===== config.mk =====
export PLATFORM = sky130hd
export DESIGN_NAME = ast_top
export DESIGN_NICKNAME = d
export VERILOG_FILES = /design/src/ast_pkg.sv /design/src/ast_baud.sv /design/src/ast_top.sv
export SDC_FILE = /design/constraint.sdc
export NUM_CORES = 1
export LEC_CHECK = 0
export BUFFER_PORTS_ARGS = -buffer_cell sky130_fd_sc_hd__buf_2
export CAP_MARGIN = 5
export CORE_ASPECT_RATIO = 1.75
export CORE_UTILIZATION = 56
export CTS_CLUSTER_SIZE = 24
export DETAILED_ROUTE_END_ITERATION = 8
export HOLD_SLACK_MARGIN = 0.15
export PLACE_DENSITY = 0.77
export SLEW_MARGIN = 30
export SYNTH_ARGS = -nofsm -noshare
export SYNTH_HDL_FRONTEND = slang
export SYNTH_SLANG_ARGS = --single-unit

===== constraint.sdc =====
create_clock -name hclk -period 4.9 [get_ports hclk]
set_clock_uncertainty 0.2 [all_clocks]
set_input_delay 0.49 -clock hclk [delete_from_list [all_inputs] [get_ports hclk]]
set_output_delay 0.49 -clock hclk [all_outputs]
set_load 0.01 [all_outputs]

===== src/ast_pkg.sv =====
// async serial transceiver: register map, field layout, states, helpers
// assumes a 32-bit AHB-Lite register bus and one 50 MHz clock
`default_nettype none
package ast_pkg;
  // ********************************************************
  // register offsets (byte addresses)
  // ********************************************************
  localparam logic [7:0] OFS_TX_DATA = 8'h00;
  localparam logic [7:0] OFS_RX_DATA = 8'h04;
  localparam logic [7:0] OFS_STATUS = 8'h08;
  localparam logic [7:0] OFS_FLAGS = 8'h0c;
  localparam logic [7:0] OFS_IRQ_EN = 8'h10;
  localparam logic [7:0] OFS_GLOBAL = 8'h14;
  localparam logic [7:0] OFS_CHAR_CFG = 8'h18;
  localparam logic [7:0] OFS_BAUD = 8'h1c;
  // ********************************************************
  // field positions
  // ********************************************************
  localparam int GC_GLOBAL = 0;
  localparam int GC_RX = 1;
  localparam int GC_TX = 2;
  localparam int CC_PEN = 0;
  localparam int CC_ODD = 1;
  localparam int CC_STOP = 2;
  localparam int CC_BREAK = 4;
  localparam int CC_CHAR = 5;
  localparam int CC_FLOW = 7;
  localparam int CC_BRK11 = 8;
  localparam int FL_TXE = 0;
  localparam int FL_TXC = 1;
  localparam int FL_OVR = 2;
  localparam int FL_RBRK = 3;
  localparam int FL_PERR = 4;
  localparam int FL_RXV = 5;
  localparam int BR_INT = 4;
  // ********************************************************
  // reset values and counts
  // ********************************************************
  localparam logic [2:0] GC_RST = 3'h0;
  localparam logic [8:0] CC_RST = 9'h060;
  localparam logic [19:0] BR_RST = 20'h00010;
  localparam logic [5:0] IEN_RST = 6'h00;
  localparam logic [4:0] FL_RST = 5'h03;
  localparam logic [5:0] BIT_LAST = 6'h0f;
  localparam logic [3:0] SAMP_A = 4'h7;
  localparam logic [3:0] SAMP_C = 4'h9;
  localparam logic [3:0] SAMP_END = 4'hf;
  localparam logic [3:0] BRK_LAST10 = 4'h9;
  localparam logic [3:0] BRK_LAST11 = 4'ha;
  localparam logic [5:0] RX_DEPTH = 6'h20;
  localparam logic [5:0] STOP_1 = 6'h0f;
  localparam logic [5:0] STOP_H = 6'h07;
  localparam logic [5:0] STOP_2 = 6'h1f;
  localparam logic [5:0] STOP_1H = 6'h17;

  typedef enum logic [2:0] {
    TX_IDLE, TX_START, TX_DATA, TX_PAR, TX_STOP, TX_BRK, TX_MARK
  } ast_tx_t;
  typedef enum logic [2:0] {
    RX_IDLE, RX_START, RX_DATA, RX_PAR, RX_STOP, RX_WAIT
  } ast_rx_t;

  // last tick index of the stop period: 1, 0.5, 2, 1.5 bits
  function automatic logic [5:0] stop_last(input logic [1:0] stop_bit_count);
    stop_last = (stop_bit_count == 2'h0) ? STOP_1 : (stop_bit_count == 2'h1) ? STOP_H :
                (stop_bit_count == 2'h2) ? STOP_2 : STOP_1H;
  endfunction
  function automatic logic [3:0] char_last(input logic [1:0] ch);
    char_last = {2'h1, ch};
  endfunction
  function automatic logic [7:0] char_mask(input logic [1:0] ch);
    char_mask = 8'hff >> (2'h3 - ch);
  endfunction
  function automatic logic maj3(input logic [2:0] s);
    maj3 = (s[0] & s[1]) | (s[1] & s[2]) | (s[0] & s[2]);
  endfunction
endpackage
`default_nettype wire


===== src/ast_baud.sv =====
// fractional oversample tick generator, one tick per 1/16 bit
// assumes the divisor is stable while run is high
`default_nettype none
module ast_baud
  import ast_pkg::*;
(
  input wire logic hclk,
  input wire logic hresetn,
  input wire logic run,
  input wire logic [15:0] div_int,
  input wire logic [3:0] div_frac,
  output logic tick
);
  logic [15:0] cnt_r;
  logic [3:0] acc_r;
  logic extra_r;
  logic [16:0] lim;
  logic [4:0] acc_sum;
  logic wrap;

  // a period of div_int cycles, one longer whenever the fraction carries
  assign lim = (div_int == 16'h0000) ? 17'h00000 :
               {1'b0, div_int} - 17'h00001 + {16'h0000, extra_r};
  assign wrap = ({1'b0, cnt_r} >= lim);
  assign acc_sum = {1'b0, acc_r} + {1'b0, div_frac};
  // not registered: a registered tick would stretch the first bit of
  // every frame by one clock
  assign tick = run && wrap;

  always_ff @(posedge hclk or negedge hresetn) begin
    if (!hresetn) begin
      cnt_r <= 16'h0000;
      acc_r <= 4'h0;
      extra_r <= 1'b0;
    end else if (!run) begin
      cnt_r <= 16'h0000;
      acc_r <= 4'h0;
      extra_r <= 1'b0;
    end else if (wrap) begin
      cnt_r <= 16'h0000;
      acc_r <= acc_sum[3:0];
      extra_r <= acc_sum[4];
    end else begin
      cnt_r <= cnt_r + 16'h0001;
    end
  end
endmodule
`default_nettype wire


===== src/ast_top.sv =====
// async serial transceiver: AHB-Lite slave, transmitter, receiver
// assumes one clock, a free serial line and software keeping enables set
//
// Overview of operation
// - frame: low start, 5 to 8 data bits LSB first, high stop bits
// - stop length selectable: half, one, one and a half or two bits
// - optional odd or even parity bit between data and stop bits
// - one fractional divisor, 16.4 bits, feeds both sides while enabled
// - idle enabled transmitter drives high; disabled releases the pin
// - in flow mode a high clear-to-send holds off the next character
// - in flow mode request-to-send low means ready to receive
// - idle character is a whole frame of ones before the next data
// - a frame of zeros received sets the receive break flag
// - sent break is 10 or 11 low bits then the stop bits
// - send-break waits for current character, self-clears, high bit after
// - write during sending waits in holding register until frame end
// - write while idle starts at once and marks the holding empty
// - transmit-empty set on move to shifter, cleared by a data write
// - transmission-complete set after data or idle frame stop bits with nothing waiting
// - enabled receiver hunts a start bit, shifts data LSB first
// - receive bits are oversampled so noise is told from data
// - finished character goes to receive data, sets receive-valid
// - character into full buffer sets overrun, keeps older data
// - one byte of transmit buffer and 32 bytes of receive buffer
`default_nettype none
module ast_top
  import ast_pkg::*;
(
  input wire logic hclk,
  input wire logic hresetn,
  input wire logic hsel,
  input wire logic [31:0] haddr,
  input wire logic [1:0] htrans,
  input wire logic hwrite,
  input wire logic [2:0] hsize,
  input wire logic [31:0] hwdata,
  input wire logic hready,
  output logic [31:0] hrdata,
  output logic hreadyout,
  output logic hresp,
  input wire logic rx_in,
  output logic tx_out,
  output logic tx_oe,
  input wire logic clear_to_send_n,
  output logic request_to_send_n,
  output logic irq_req
);
  // ********************************************************
  // registers and bus slave
  // ********************************************************
  logic [2:0] gcr_r;
  logic [8:0] ccr_r;
  logic [19:0] brr_r;
  logic [5:0] ien_r;
  logic [4:0] flg_r;
  logic [4:0] flg_nxt;
  logic [4:0] fl_set;
  logic [4:0] fl_clr;
  logic wr_pend_r;
  logic [7:0] wr_ofs_r;
  logic acc, rd_acc;
  logic we_tx, we_fl, we_ie, we_gc, we_cc, we_br;
  logic [31:0] rd_val;
  logic tx_on, rx_on, pen, podd, flow, brk11, brk_req;
  logic [1:0] stop_bit_count, chr;

  assign tx_on = gcr_r[GC_GLOBAL] & gcr_r[GC_TX];
  assign rx_on = gcr_r[GC_GLOBAL] & gcr_r[GC_RX];
  assign pen = ccr_r[CC_PEN];
  assign podd = ccr_r[CC_ODD];
  assign stop_bit_count = ccr_r[CC_STOP +: 2];
  assign chr = ccr_r[CC_CHAR +: 2];
  assign flow = ccr_r[CC_FLOW];
  assign brk11 = ccr_r[CC_BRK11];
  assign brk_req = ccr_r[CC_BREAK];

  // only whole-word transfers are taken; others complete and do nothing
  assign acc = hsel & hready & htrans[1] & (hsize == 3'b010);
  assign rd_acc = acc & ~hwrite;
  assign we_tx = wr_pend_r && (wr_ofs_r == OFS_TX_DATA);
  assign we_fl = wr_pend_r && (wr_ofs_r == OFS_FLAGS);
  assign we_ie = wr_pend_r && (wr_ofs_r == OFS_IRQ_EN);
  assign we_gc = wr_pend_r && (wr_ofs_r == OFS_GLOBAL);
  assign we_cc = wr_pend_r && (wr_ofs_r == OFS_CHAR_CFG);
  assign we_br = wr_pend_r && (wr_ofs_r == OFS_BAUD);

  always_ff @(posedge hclk or negedge hresetn) begin
    if (!hresetn) begin
      wr_pend_r <= 1'b0;
      wr_ofs_r <= 8'h00;
      hrdata <= 32'h00000000;
      hreadyout <= 1'b0;
      hresp <= 1'b0;
    end else begin
      wr_pend_r <= acc & hwrite;
      wr_ofs_r <= haddr[7:0];
      hreadyout <= 1'b1;
      hresp <= 1'b0;
      if (rd_acc) begin
        hrdata <= rd_val;
      end
    end
  end

  // tx-data write also clears transmit-empty and transmit-complete
  assign fl_clr = (we_fl ? hwdata[4:0] : 5'h00) |
                  (we_tx ? 5'h03 : 5'h00);
  assign flg_nxt = (flg_r & ~fl_clr) | fl_set;

  logic brk_clr;
  always_ff @(posedge hclk or negedge hresetn) begin
    if (!hresetn) begin
      gcr_r <= GC_RST;
      ccr_r <= CC_RST;
      brr_r <= BR_RST;
      ien_r <= IEN_RST;
      flg_r <= FL_RST;
    end else begin
      flg_r <= flg_nxt;
      if (we_gc) gcr_r <= hwdata[2:0];
      if (we_br) brr_r <= hwdata[19:0];
      if (we_ie) ien_r <= hwdata[5:0];
      if (we_cc) begin
        ccr_r <= hwdata[8:0];
      end else if (brk_clr) begin
        ccr_r[CC_BREAK] <= 1'b0;
      end
    end
  end

  // ********************************************************
  // pin synchronisers
  // ********************************************************
  logic rx_s1, rx_s2, rx_s3, rx_line_r;
  logic cts_s1, cts_s2, cts_s3, cts_r;
  always_ff @(posedge hclk or negedge hresetn) begin
    if (!hresetn) begin
      {rx_s1, rx_s2, rx_s3, rx_line_r} <= 4'hf;
      {cts_s1, cts_s2, cts_s3, cts_r} <= 4'h0;
    end else begin
      {rx_s1, rx_s2, rx_s3} <= {rx_in, rx_s1, rx_s2};
      {cts_s1, cts_s2, cts_s3} <= {clear_to_send_n, cts_s1, cts_s2};
      if (rx_s2 == rx_s3) rx_line_r <= rx_s3;
      if (cts_s2 == cts_s3) cts_r <= cts_s3;
    end
  end

  // ********************************************************
  // transmitter
  // ********************************************************
  ast_tx_t tx_st;
  logic [5:0] tcnt_r;
  logic [3:0] tbit_r, brk_last;
  logic [7:0] tsh_r, hold_r, tmask;
  logic tpar_r, idle_fr_r, brk_fr_r, hold_full_r, idle_pend_r, tx_on_d_r;
  logic tx_tick, bit_end, tx_stop_done, tx_line, cts_block, tx_ok;
  logic tx_load, tx_brk_go, tx_idle_go, tx_done_empty;

  ast_baud u_tx_baud (
    .hclk(hclk),
    .hresetn(hresetn),
    .run(tx_on && (tx_st != TX_IDLE)),
    .div_int(brr_r[BR_INT +: 16]),
    .div_frac(brr_r[3:0]),
    .tick(tx_tick)
  );

  assign tmask = char_mask(chr);
  assign brk_last = brk11 ? BRK_LAST11 : BRK_LAST10;
  assign bit_end = tx_tick && (tcnt_r == BIT_LAST) && (tx_st != TX_STOP);
  assign tx_stop_done = (tx_st == TX_STOP) && tx_tick &&
                        (tcnt_r == stop_last(stop_bit_count));
  assign cts_block = flow & cts_r;
  assign tx_ok = tx_on && (tx_st == TX_IDLE) && !cts_block;
  assign tx_idle_go = tx_ok && idle_pend_r;
  assign tx_brk_go = tx_ok && !idle_pend_r && brk_req;
  assign tx_load = tx_ok && !idle_pend_r && !brk_req &&
                   hold_full_r;
  assign tx_done_empty = tx_stop_done && !brk_fr_r &&
                         !hold_full_r;
  assign brk_clr = (tx_st == TX_BRK) && bit_end && (tbit_r == brk_last);
  assign tx_line = !tx_on ? 1'b1 :
                   (tx_st == TX_BRK) ? 1'b0 :
                   idle_fr_r ? 1'b1 :
                   (tx_st == TX_START) ? 1'b0 :
                   (tx_st == TX_DATA) ? tsh_r[0] :
                   (tx_st == TX_PAR) ? tpar_r : 1'b1;

  // one-byte holding register in front of the shifter
  always_ff @(posedge hclk or negedge hresetn) begin
    if (!hresetn) begin
      hold_r <= 8'h00;
      hold_full_r <= 1'b0;
    end else if (we_tx) begin
      hold_r <= hwdata[7:0];
      hold_full_r <= 1'b1;
    end else if (tx_load) begin
      hold_full_r <= 1'b0;
    end
  end

  always_ff @(posedge hclk or negedge hresetn) begin
    if (!hresetn) begin
      tx_on_d_r <= 1'b0;
      idle_pend_r <= 1'b0;
      tx_out <= 1'b1;
      tx_oe <= 1'b0;
    end else begin
      tx_on_d_r <= tx_on;
      if (!tx_on || tx_idle_go) idle_pend_r <= 1'b0;
      else if (!tx_on_d_r) idle_pend_r <= 1'b1;
      tx_out <= tx_line;
      tx_oe <= tx_on;
    end
  end

  always_ff @(posedge hclk or negedge hresetn) begin
    if (!hresetn) begin
      tx_st <= TX_IDLE;
      tcnt_r <= 6'h00;
      tbit_r <= 4'h0;
      tsh_r <= 8'h00;
      tpar_r <= 1'b0;
      idle_fr_r <= 1'b0;
      brk_fr_r <= 1'b0;
    end else if (!tx_on) begin
      // dropping the enable mid-frame loses that character
      tx_st <= TX_IDLE;
      tcnt_r <= 6'h00;
      idle_fr_r <= 1'b0;
      brk_fr_r <= 1'b0;
    end else begin
      if (tx_tick) begin
        tcnt_r <= (bit_end || tx_stop_done) ? 6'h00 : tcnt_r + 6'h01;
      end
      case (tx_st)
        TX_IDLE: begin
          tbit_r <= 4'h0;
          if (tx_idle_go) begin
            tx_st <= TX_START;
            idle_fr_r <= 1'b1;
          end else if (tx_brk_go) begin
            tx_st <= TX_BRK;
          end else if (tx_load) begin
            tx_st <= TX_START;
            tsh_r <= hold_r & tmask;
            tpar_r <= ^(hold_r & tmask) ^ podd;
          end
        end
        TX_START: if (bit_end) tx_st <= TX_DATA;
        TX_DATA: begin
          if (bit_end) begin
            tsh_r <= {1'b0, tsh_r[7:1]};
            tbit_r <= tbit_r + 4'h1;
            if (tbit_r == char_last(chr)) tx_st <= pen ? TX_PAR : TX_STOP;
          end
        end
        TX_PAR: if (bit_end) tx_st <= TX_STOP;
        TX_STOP: begin
          if (tx_stop_done) begin
            tx_st <= brk_fr_r ? TX_MARK : TX_IDLE;
            brk_fr_r <= 1'b0;
            idle_fr_r <= 1'b0;
          end
        end
        TX_BRK: begin
          if (bit_end) begin
            tbit_r <= tbit_r + 4'h1;
            if (tbit_r == brk_last) begin
              tx_st <= TX_STOP;
              brk_fr_r <= 1'b1;
            end
          end
        end
        TX_MARK: if (bit_end) tx_st <= TX_IDLE;
        default: tx_st <= TX_IDLE;
      endcase
    end
  end

  // ********************************************************
  // receiver
  // ********************************************************
  ast_rx_t rx_st;
  logic [3:0] rcnt_r, rbit_r;
  logic [2:0] rsamp_r;
  logic [7:0] rsh_r, rx_word;
  logic rpar_r, rzero_r, rx_tick, r_mid, r_end, rv_now, rv;
  logic rx_good, rx_brk, rx_push, rx_ovr, rx_perr, rd_pop;
  logic [7:0] rx_mem [RX_DEPTH];
  logic [4:0] rx_wp_r, rx_rp_r;
  logic [5:0] rx_cnt_r;
  logic rx_ne, rx_full;

  ast_baud u_rx_baud (
    .hclk(hclk),
    .hresetn(hresetn),
    .run(rx_on && (rx_st != RX_IDLE) && (rx_st != RX_WAIT)),
    .div_int(brr_r[BR_INT +: 16]),
    .div_frac(brr_r[3:0]),
    .tick(rx_tick)
  );

  // three samples at ticks 7, 8, 9 of each bit decide it by majority
  assign r_mid = rx_tick && (rcnt_r == SAMP_C);
  assign r_end = rx_tick && (rcnt_r == SAMP_END);
  assign rv_now = maj3({rsamp_r[1:0], rx_line_r});
  assign rv = maj3(rsamp_r);
  assign rx_word = rsh_r >> (2'h3 - chr);
  assign rx_good = (rx_st == RX_STOP) && r_mid && rv_now;
  // zeros through the stop sample make a break, never a character
  assign rx_brk = (rx_st == RX_STOP) && r_mid && !rv_now && rzero_r;
  assign rx_ne = (rx_cnt_r != 6'h00);
  assign rx_full = (rx_cnt_r == RX_DEPTH);
  assign rx_push = rx_good && !rx_full;
  assign rx_ovr = rx_good && rx_full;
  assign rx_perr = rx_good && pen && (^rx_word ^ rpar_r ^ podd);
  assign rd_pop = rd_acc && (haddr[7:0] == OFS_RX_DATA) && rx_ne;
  assign fl_set = {rx_perr, rx_brk, rx_ovr, tx_done_empty,
                   tx_load};

  always_ff @(posedge hclk or negedge hresetn) begin
    if (!hresetn) begin
      rx_st <= RX_IDLE;
      rcnt_r <= 4'h0;
      rbit_r <= 4'h0;
      rsamp_r <= 3'h7;
      rsh_r <= 8'h00;
      rpar_r <= 1'b0;
      rzero_r <= 1'b0;
    end else if (!rx_on) begin
      rx_st <= RX_IDLE;
      rcnt_r <= 4'h0;
    end else begin
      if (rx_tick) rcnt_r <= rcnt_r + 4'h1;
      if (rx_tick && (rcnt_r >= SAMP_A) && (rcnt_r <= SAMP_C)) begin
        rsamp_r <= {rsamp_r[1:0], rx_line_r};
      end
      case (rx_st)
        RX_IDLE: begin
          rcnt_r <= 4'h0;
          rbit_r <= 4'h0;
          rzero_r <= 1'b1;
          if (!rx_line_r) rx_st <= RX_START;
        end
        RX_START: begin
          if (r_mid && rv_now) rx_st <= RX_IDLE;
          else if (r_end) rx_st <= RX_DATA;
        end
        RX_DATA: begin
          if (r_end) begin
            rsh_r <= {rv, rsh_r[7:1]};
            rzero_r <= rzero_r & ~rv;
            rbit_r <= rbit_r + 4'h1;
            if (rbit_r == char_last(chr)) rx_st <= pen ? RX_PAR : RX_STOP;
          end
        end
        RX_PAR: begin
          if (r_end) begin
            rpar_r <= rv;
            rzero_r <= rzero_r & ~rv;
            rx_st <= RX_STOP;
          end
        end
        RX_STOP: if (r_mid) rx_st <= rv_now ? RX_IDLE : RX_WAIT;
        RX_WAIT: if (rx_line_r) rx_st <= RX_IDLE;
        default: rx_st <= RX_IDLE;
      endcase
    end
  end

  // 32-byte receive buffer; a full buffer drops the new character
  always_ff @(posedge hclk) begin
    if (rx_push) rx_mem[rx_wp_r] <= rx_word;
  end
  always_ff @(posedge hclk or negedge hresetn) begin
    if (!hresetn) begin
      rx_wp_r <= 5'h00;
      rx_rp_r <= 5'h00;
      rx_cnt_r <= 6'h00;
    end else begin
      if (rx_push) rx_wp_r <= rx_wp_r + 5'h01;
      if (rd_pop) rx_rp_r <= rx_rp_r + 5'h01;
      rx_cnt_r <= rx_cnt_r + {5'h00, rx_push} - {5'h00, rd_pop};
    end
  end

  always_ff @(posedge hclk or negedge hresetn) begin
    if (!hresetn) begin
      request_to_send_n <= 1'b1;
      irq_req <= 1'b0;
    end else begin
      request_to_send_n <= !(flow && rx_on && !rx_full);
      irq_req <= |({rx_ne, flg_r} & ien_r);
    end
  end

  always_comb begin
    rd_val = 32'h00000000;
    if (haddr[7:0] == OFS_RX_DATA) begin
      rd_val = rx_ne ? {24'h000000, rx_mem[rx_rp_r]} : 32'h00000000;
    end else if (haddr[7:0] == OFS_STATUS) begin
      rd_val = {27'h0000000, rx_full, (tx_st != TX_IDLE), !hold_full_r,
                rx_ne, flg_r[FL_TXC]};
    end else if (haddr[7:0] == OFS_FLAGS) begin
      rd_val = {26'h0000000, rx_ne, flg_r};
    end else if (haddr[7:0] == OFS_IRQ_EN) begin
      rd_val = {26'h0000000, ien_r};
    end else if (haddr[7:0] == OFS_GLOBAL) begin
      rd_val = {29'h00000000, gcr_r};
    end else if (haddr[7:0] == OFS_CHAR_CFG) begin
      rd_val = {23'h000000, ccr_r};
    end else if (haddr[7:0] == OFS_BAUD) begin
      rd_val = {12'h000, brr_r};
    end
  end
endmodule
`default_nettype wire


## Word-level counts from Yosys, hierarchy flattened

Memories as Yosys holds them, arrays and structs flattened.
Cells that the tools add are included.

| storage, ports and cells | value |
|---|---|
| register bits after elaboration | 213 |
| RAM bits | 256 |
| input port bits | 76 |
| output and inout bits | 38 |
| memories | 1 |

Memories:

| memory | depth | bits a word | rd ports | clocked after Yosys merged registers in | write ports | line | RTL |
|---|---|---|---|---|---|---|---|
| rx_mem | 32 | 8 | 1 | 0 | 1 | ast_top.sv:290 | `logic [7:0] rx_mem [RX_DEPTH];` |

| operators by class | value |
|---|---|
| add/sub/neg operators | 16 |
| order comparisons | 4 |
| equality and inequality tests | 69 |
| shift operators | 2 |
| mux-type cells | 93 |
| bitwise logic cells | 31 |
| reductions and logical operators | 85 |

Operators by type and width:

| kind | count |
|---|---|
| two-way mux 20 bit | 7 |
| two-way mux 3 bit | 24 |
| == test 8 x 5 -> 1 bit, second input constant | 8 |
| two-way mux 16 bit | 4 |
| inequality test 3 bit, second input constant | 15 |
| logical AND 1 bit | 43 |
| two-way mux 4 bit | 10 |
| two-way mux 8 bit | 5 |
| adder 17 x 1 -> 17 bit | 2 |
| >= comparator 16 x 17 -> 1 bit | 2 |
| two-way mux 17 bit | 2 |
| adder 16 x 1 -> 16 bit, second input constant | 2 |
| two-way mux 1 bit | 25 |
| == test 8 x 4 -> 1 bit, second input constant | 3 |
| case mux 3 bit (7 select lines) | 1 |
| two-way mux 6 bit | 3 |
| case mux 3 bit (6 select lines) | 1 |
| AND reduction 3 bit | 6 |
| subtractor 16 x 1 -> 17 bit, second input constant | 1 |
| zero test 16 bit | 1 |
| case mux 4 bit (2 select lines) | 2 |
| case mux 8 bit (2 select lines) | 1 |
| parity 8 bit | 2 |
| == test 3 x 2 -> 1 bit, second input constant | 5 |
| 58 further kinds | 125 |

## Depth between registers and ports, before layout

| logic depth | value |
|---|---|
| depth after elaboration | 11 |
| depth in mapped cells | 24 |
| depth with buffers taken out | 23 |

## Cells and area by module

Synthesis repeated with hierarchy kept, for this count alone.

| unflattened totals | value |
|---|---|
| cell total of the unflattened synthesis | 1576 |
| area, all modules | 21637.0 um^2 |

By module, submodules not included:

| module | instances | cells an instance | area an instance (um^2) | sequential area each (um^2) |
|---|---|---|---|---|
| ast_top | 1 | 1155 | 17923.4 | 11683.7 |
| ast_baud at u_tx_baud | 1 | 211 | 1864.3 | 525.5 |
| ast_baud at u_rx_baud | 1 | 210 | 1849.3 | 525.5 |

## Worst setup path before layout

OpenSTA, ideal clock, no wires.

| timing path | value |
|---|---|
| path type | register -> register |
| start point | register brr_r[4] |
| end point | memory rx_mem[11][0] (enable) |
| setup time | 0.370 ns |
| arrival time | 4.621 ns |
| required time | 4.330 ns |
| setup slack | -0.291 ns |
| cell stages (with the launch flop) | 19 |
| path buffers | 1 |
| period minus slack after synthesis | 5.191 ns |
| cells stage by stage | dfstp_2 -> buf_2 -> inv_1 -> ha_1 -> inv_1 -> ha_1 -> and4_1 -> o22ai_1 -> or3_4 -> nor2b_1 -> nor3b_1 -> xnor2_1 -> nand2_1 -> ha_1 -> nand4_1 -> o211a_1 -> nor4_4 -> nand2_1 -> nor2_1 |

| between the ends | value |
|---|---|
| cells in the longest elaborated chain, start to end | 11 |

Ends and longest elaborated chain:

| item | line | RTL |
|---|---|---|
| from (decl) | ast_top.sv:53 | `logic [19:0] brr_r;` |
| from (signal assigned) | ast_top.sv:121 | `if (we_br) brr_r <= hwdata[19:0];` |
| subtractor 16 x 1 -> 17 bit | ast_baud.sv:23 | `{1'b0, div_int} - 17'h00001 + {16'h0000, extra_r};` |
| adder 17 x 1 -> 17 bit | ast_baud.sv:23 |  |
| two-way mux 17 bit (*) | ast_baud.sv:22 | `assign lim = (div_int == 16'h0000) ? 17'h00000 :` |
| >= comparator 16 x 17 -> 1 bit (*) | ast_baud.sv:24 | `assign wrap = ({1'b0, cnt_r} >= lim);` |
| logical AND 1 bit (*) | ast_baud.sv:28 | `assign tick = run && wrap;` |
| logical AND 1 bit (*) | ast_top.sv:305 | `assign r_mid = rx_tick && (rcnt_r == SAMP_C);` |
| logical AND 1 bit (*) (2 in a row) | ast_top.sv:310 | `assign rx_good = (rx_st == RX_STOP) && r_mid && rv_now;` |
| logical AND 1 bit (*) | ast_top.sv:315 | `assign rx_push = rx_good && !rx_full;` |
| two-way mux 1 bit (*) | ast_top.sv:374 | `if (rx_push) rx_mem[rx_wp_r] <= rx_word;` |
| two-way mux 1 bit (implied by the code) (*) | ast_top.sv:374 |  |
| to (decl) | ast_top.sv:290 |  |

Every way passes the cells marked *; elsewhere a longest branch is shown, timed or not.

## Worst setup path after layout

| timing path | value |
|---|---|
| start point | register brr_r[5] |
| end point | register tsh_r[5] |

| between the ends | value |
|---|---|
| cells in the longest elaborated chain, start to end | 9 |

Ends and longest elaborated chain:

| item | line | RTL |
|---|---|---|
| subtractor 16 x 1 -> 17 bit | ast_baud.sv:23 |  |
| adder 17 x 1 -> 17 bit | ast_baud.sv:23 |  |
| two-way mux 17 bit (*) | ast_baud.sv:22 |  |
| >= comparator 16 x 17 -> 1 bit (*) | ast_baud.sv:24 |  |
| logical AND 1 bit (*) | ast_baud.sv:28 |  |
| logical AND 1 bit (*) (2 in a row) | ast_top.sv:170 | `assign bit_end = tx_tick && (tcnt_r == BIT_LAST) && (tx_st != TX_STOP);` |
| inequality test 2 bit (no line) (*) | - |  |
| AND reduction 6 bit (no line) (*) | - |  |
| to (signal assigned) | ast_top.sv:246 | `tsh_r <= hold_r & tmask;` |
| to (signal assigned) | ast_top.sv:253 | `tsh_r <= {1'b0, tsh_r[7:1]};` |
| to (decl) | ast_top.sv:154 | `logic [7:0] tsh_r, hold_r, tmask;` |

Marked as above.
A chain may end at the register's enable or synchronous reset.

==> metrics.md <==
| Metric | Value |
|---|---|
| Run status | finished, violations left |
| Violated checks | design-rule violations |
| Die Height | 264 µm |
| I/O pin cnt | 114 |
| DRC | 15 |
| Skew-Pair Late Insertion Delay | 580 ps |
| Required @ worst endpoint | 5130 ps |
| Syn_area_per_cell | 13.5 µm² |
| Core box area | 38,600 µm² |
| Yosys reg bits | 457 |
| Count of final hold-check violations | 0 |
| Count of warnings emitted by yosys | 0 |
| Number of port buffers | 63 |
| CTS tree | built |
| Register area share after synthesis | 0.578 |
| Worst Setup End Kind | register |
| Clock slew at reported path FFs | 60 ps |
| Gp weighted congestion | 0.945 |
| Diodes inserted | 0 |
| Initial Util | 0.570 |
| Most frequent cell after synthesis | edfxtp_1 |
| Die W | 152 µm |
| Post-layout util | 0.685 |
| Setup CP Type | register to register |
| Number of flops mapped to enable cells by yosys | 256 |
| Max-Cap Viols | 0 |
| Top-area cell type share of the netlist area | 0.349 |
| Unrepaired setup endpoints after global routing | true |
| Clk sink count | 457 |
| Post-DP HPWL | 36,900 µm |
| Rel. slew slack | 0.374 |
| Dpl cells | 2,234 |
| Largest cells by area after synthesis | edfxtp_1 35%, dfrtp_1 21%, mux4_2 8.5% |
| Area growth syn-to-layout | 20.1% |
| Clk Tree Root Cell | clkbuf_16 |
| Post-Synthesis Cells | 1,631 |
| GRT Resource Usage Total | 0.270 |
| F_max | 210 MHz |
| Via Count | 14,400 |
| Largest area contributor in the netlist | edfxtp_1 |
| Post-synth top cells | 256 x edfxtp_1, 187 x dfrtp_1, 122 x nand2_1 |
| Post-synthesis cell type count | 88 |
| Vias in the first global route | 15,400 |
| WL/cell | 22.4 µm |
| Placement Cell Area | 24,200 µm² |
| Final setup vio count | 0 |
| Die area | 40,200 µm² |
| Row count | 95 |
| Hold Path Class | register to register |
| Main synth FF type | edfxtp_1 |
| First-pass GRT wire length | 82,800 µm |
| Final ANT Viol Nets | 0 |
| Final Max Slew Viols | 0 |
| Vias/cell | 6.08 |
| Cell area after synthesis | 22,000 µm² |
| Worst setup SP type | register |
| Leakage | 9.61 nW |
| Async S/R FF share, synth | 0.440 |
| Final Cell Area | 26,500 µm² |
| Worst-path fanout max | 7 |
| Cts bufs inserted | 43 |
| Initial DRC Count | 955 |
| GRT Residual Overflow | 0 |
| Min Hold Slack | 152 ps |
| Routed wire length | 53,000 µm |
| PwrDens | 304 nW/µm² |
| Final worst slack | 132 ps |
| Max clock buf depth | 3 |
| Drt first pass iters | 7 |
| Worst Tran Pin Value | 939 ps |
| Finished Layout Cells | 2,366 |
| Antenna violations before repair | 0 |
| H-tree levels | 2 |
| Largest net degree at the start of global routing | 105 |
| Tcrit/Tclk final | 0.973 |
| Layout Nets | 1,993 |
| Max VDD drop | 0.370 mV |
| Post-place setup slack | -123 ps |
| Share of cells above drive strength 1 | 0.306 |
| Min Tclk post-route | 4770 ps |
| Crit path DAT | 5000 ps |
per-layer routing:
metal / global-route usage / routed length, µm / vias to the layer above / share of wire
met5: 0 / 0 / - / 0
met4: 0.158 / 3040 / 0 / 0.057
met3: 0.0302 / 1890 / 169 / 0.036
met2: 0.524 / 30200 / 425 / 0.57
met1: 0.275 / 17900 / 7298 / 0.34
li1: - / - / 6488 / -
placed cells by master, fill, tap and decap left out, types with 12 or more instances in the layout:
| master | n |
|---|---|
| dfstp_2 | 14 |
| nand4_1 | 16 |
| a21oi_1 | 38 |
| o21ai_0 | 46 |
| and3_1 | 23 |
| buf_2 | 62 |
| nor3_1 | 17 |
| xnor2_1 | 48 |
| mux2i_1 | 34 |
| edfxtp_1 | 256 |
| mux2_2 | 67 |
| nand3b_1 | 12 |
| buf_12 | 38 |
| buf_4 | 111 |
| nor2_2 | 35 |
| conb_1 | 14 |
| a22o_1 | 19 |
| xor2_1 | 42 |
| ha_1 | 62 |
| dfrtp_1 | 183 |
| inv_1 | 39 |
| a21o_1 | 13 |
| mux4_2 | 83 |
| clkbuf_16 | 43 |
| dlygate4sd3_1 | 33 |
| nor2_1 | 87 |
| nand2_1 | 115 |
| nand3_1 | 51 |
area by class of cell:
class / instances / area [µm²]
clock buffer: 54 / 1160
clock inverter: 25 / 360
fill: 2643 / 12200
inverter: 41 / 154
multi-input combinational: 1058 / 9180
sequential: 457 / 12700
tap: 485 / 607
timing repair buffer: 246 / 2260
stage by stage:
stage          TNS, ps  power (mW)
6_report             0        8.04
5_1_grt           -749        8.27
4_1_cts              0        8.08
3_5_place_dp     -1240        4.55
3_3_place_gp     -47.4        4.54
2_1_floorplan    -58.0        4.40
path summary, 6_finish.rpt:
check | start | end | slack [ps] | cells past startpoint
max in group asynchronous | hresetn | brr_r[7] | 2990 | 3
min in group asynchronous | hresetn | u_rx_baud.cnt_r[10] | 360 | 2
worst max-delay path | brr_r[5] | tsh_r[5] | 130 | 20
worst max register to register | brr_r[5] | tsh_r[5] | 130 | 20
worst min register to register | cts_s1 | cts_s2 | 150 | 0
worst min-delay path | cts_s1 | cts_s2 | 150 | 0
report_power, final:
part	internal, mW	switching, mW	total, mW	leakage [nW]
sequential	4.07	0.0590	4.13	4.42
combinational	0.157	0.222	0.380	4.45
clock	2.07	1.46	3.53	0.737
logic make-up (layout without fill, tap and decap cells):
group / count (synthesis) / after routing / synth area share
compound gates: 210 / 210 / 0.0642
xor+xnor: 95 / 95 / 0.0384
fa+ha+maj: 74 / 74 / 0.0426
buf+inv: 128 / 366 / 0.0263
flops: 457 / 457 / 0.578
mux: 195 / 195 / 0.140
other cells: 2 / 14 / 0.000341
simple gates: 470 / 470 / 0.110
repair_timing:
item                                    4_1_cts  5_1_grt
resized for setup                            12       44
buffers inserted                              6       14
pin swaps                                     8       26
endpoints found under the setup margin       43      321
endpoints found under the hold margin       151        0
hold buffers                                 33        0
sequential cells by signal (all words and copies together) (netlist names), 5 cells and up:
register         cells
brr_r               20
ccr_r                9
flg_r                5
hold_r               8
hrdata              20
ien_r                6
rsh_r                8
rx_cnt_r             6
rx_mem             256
rx_rp_r              5
rx_wp_r              5
tcnt_r               6
tsh_r                8
u_rx_baud.cnt_r     16
u_tx_baud.cnt_r     16
wr_ofs_r             8
worst max-delay path, cell delays in order, from the launching register on:
cell and delay [ps]:
dfrtp_1 390, inv_2 70, ha_4 150, nor3b_4 270, nand4_1 170, buf_4 190
mux2_4 190, a22oi_2 50, or2_4 310, nor3_4 140, nand2_2 90, mux2i_4 210
ha_1 340, nand4_1 120, or4_1 430, o211ai_1 190, o41a_1 260, nand4_1 180
a21oi_4 210, buf_12 150, mux2_4 300
Power figures use the tool's default switching activity.
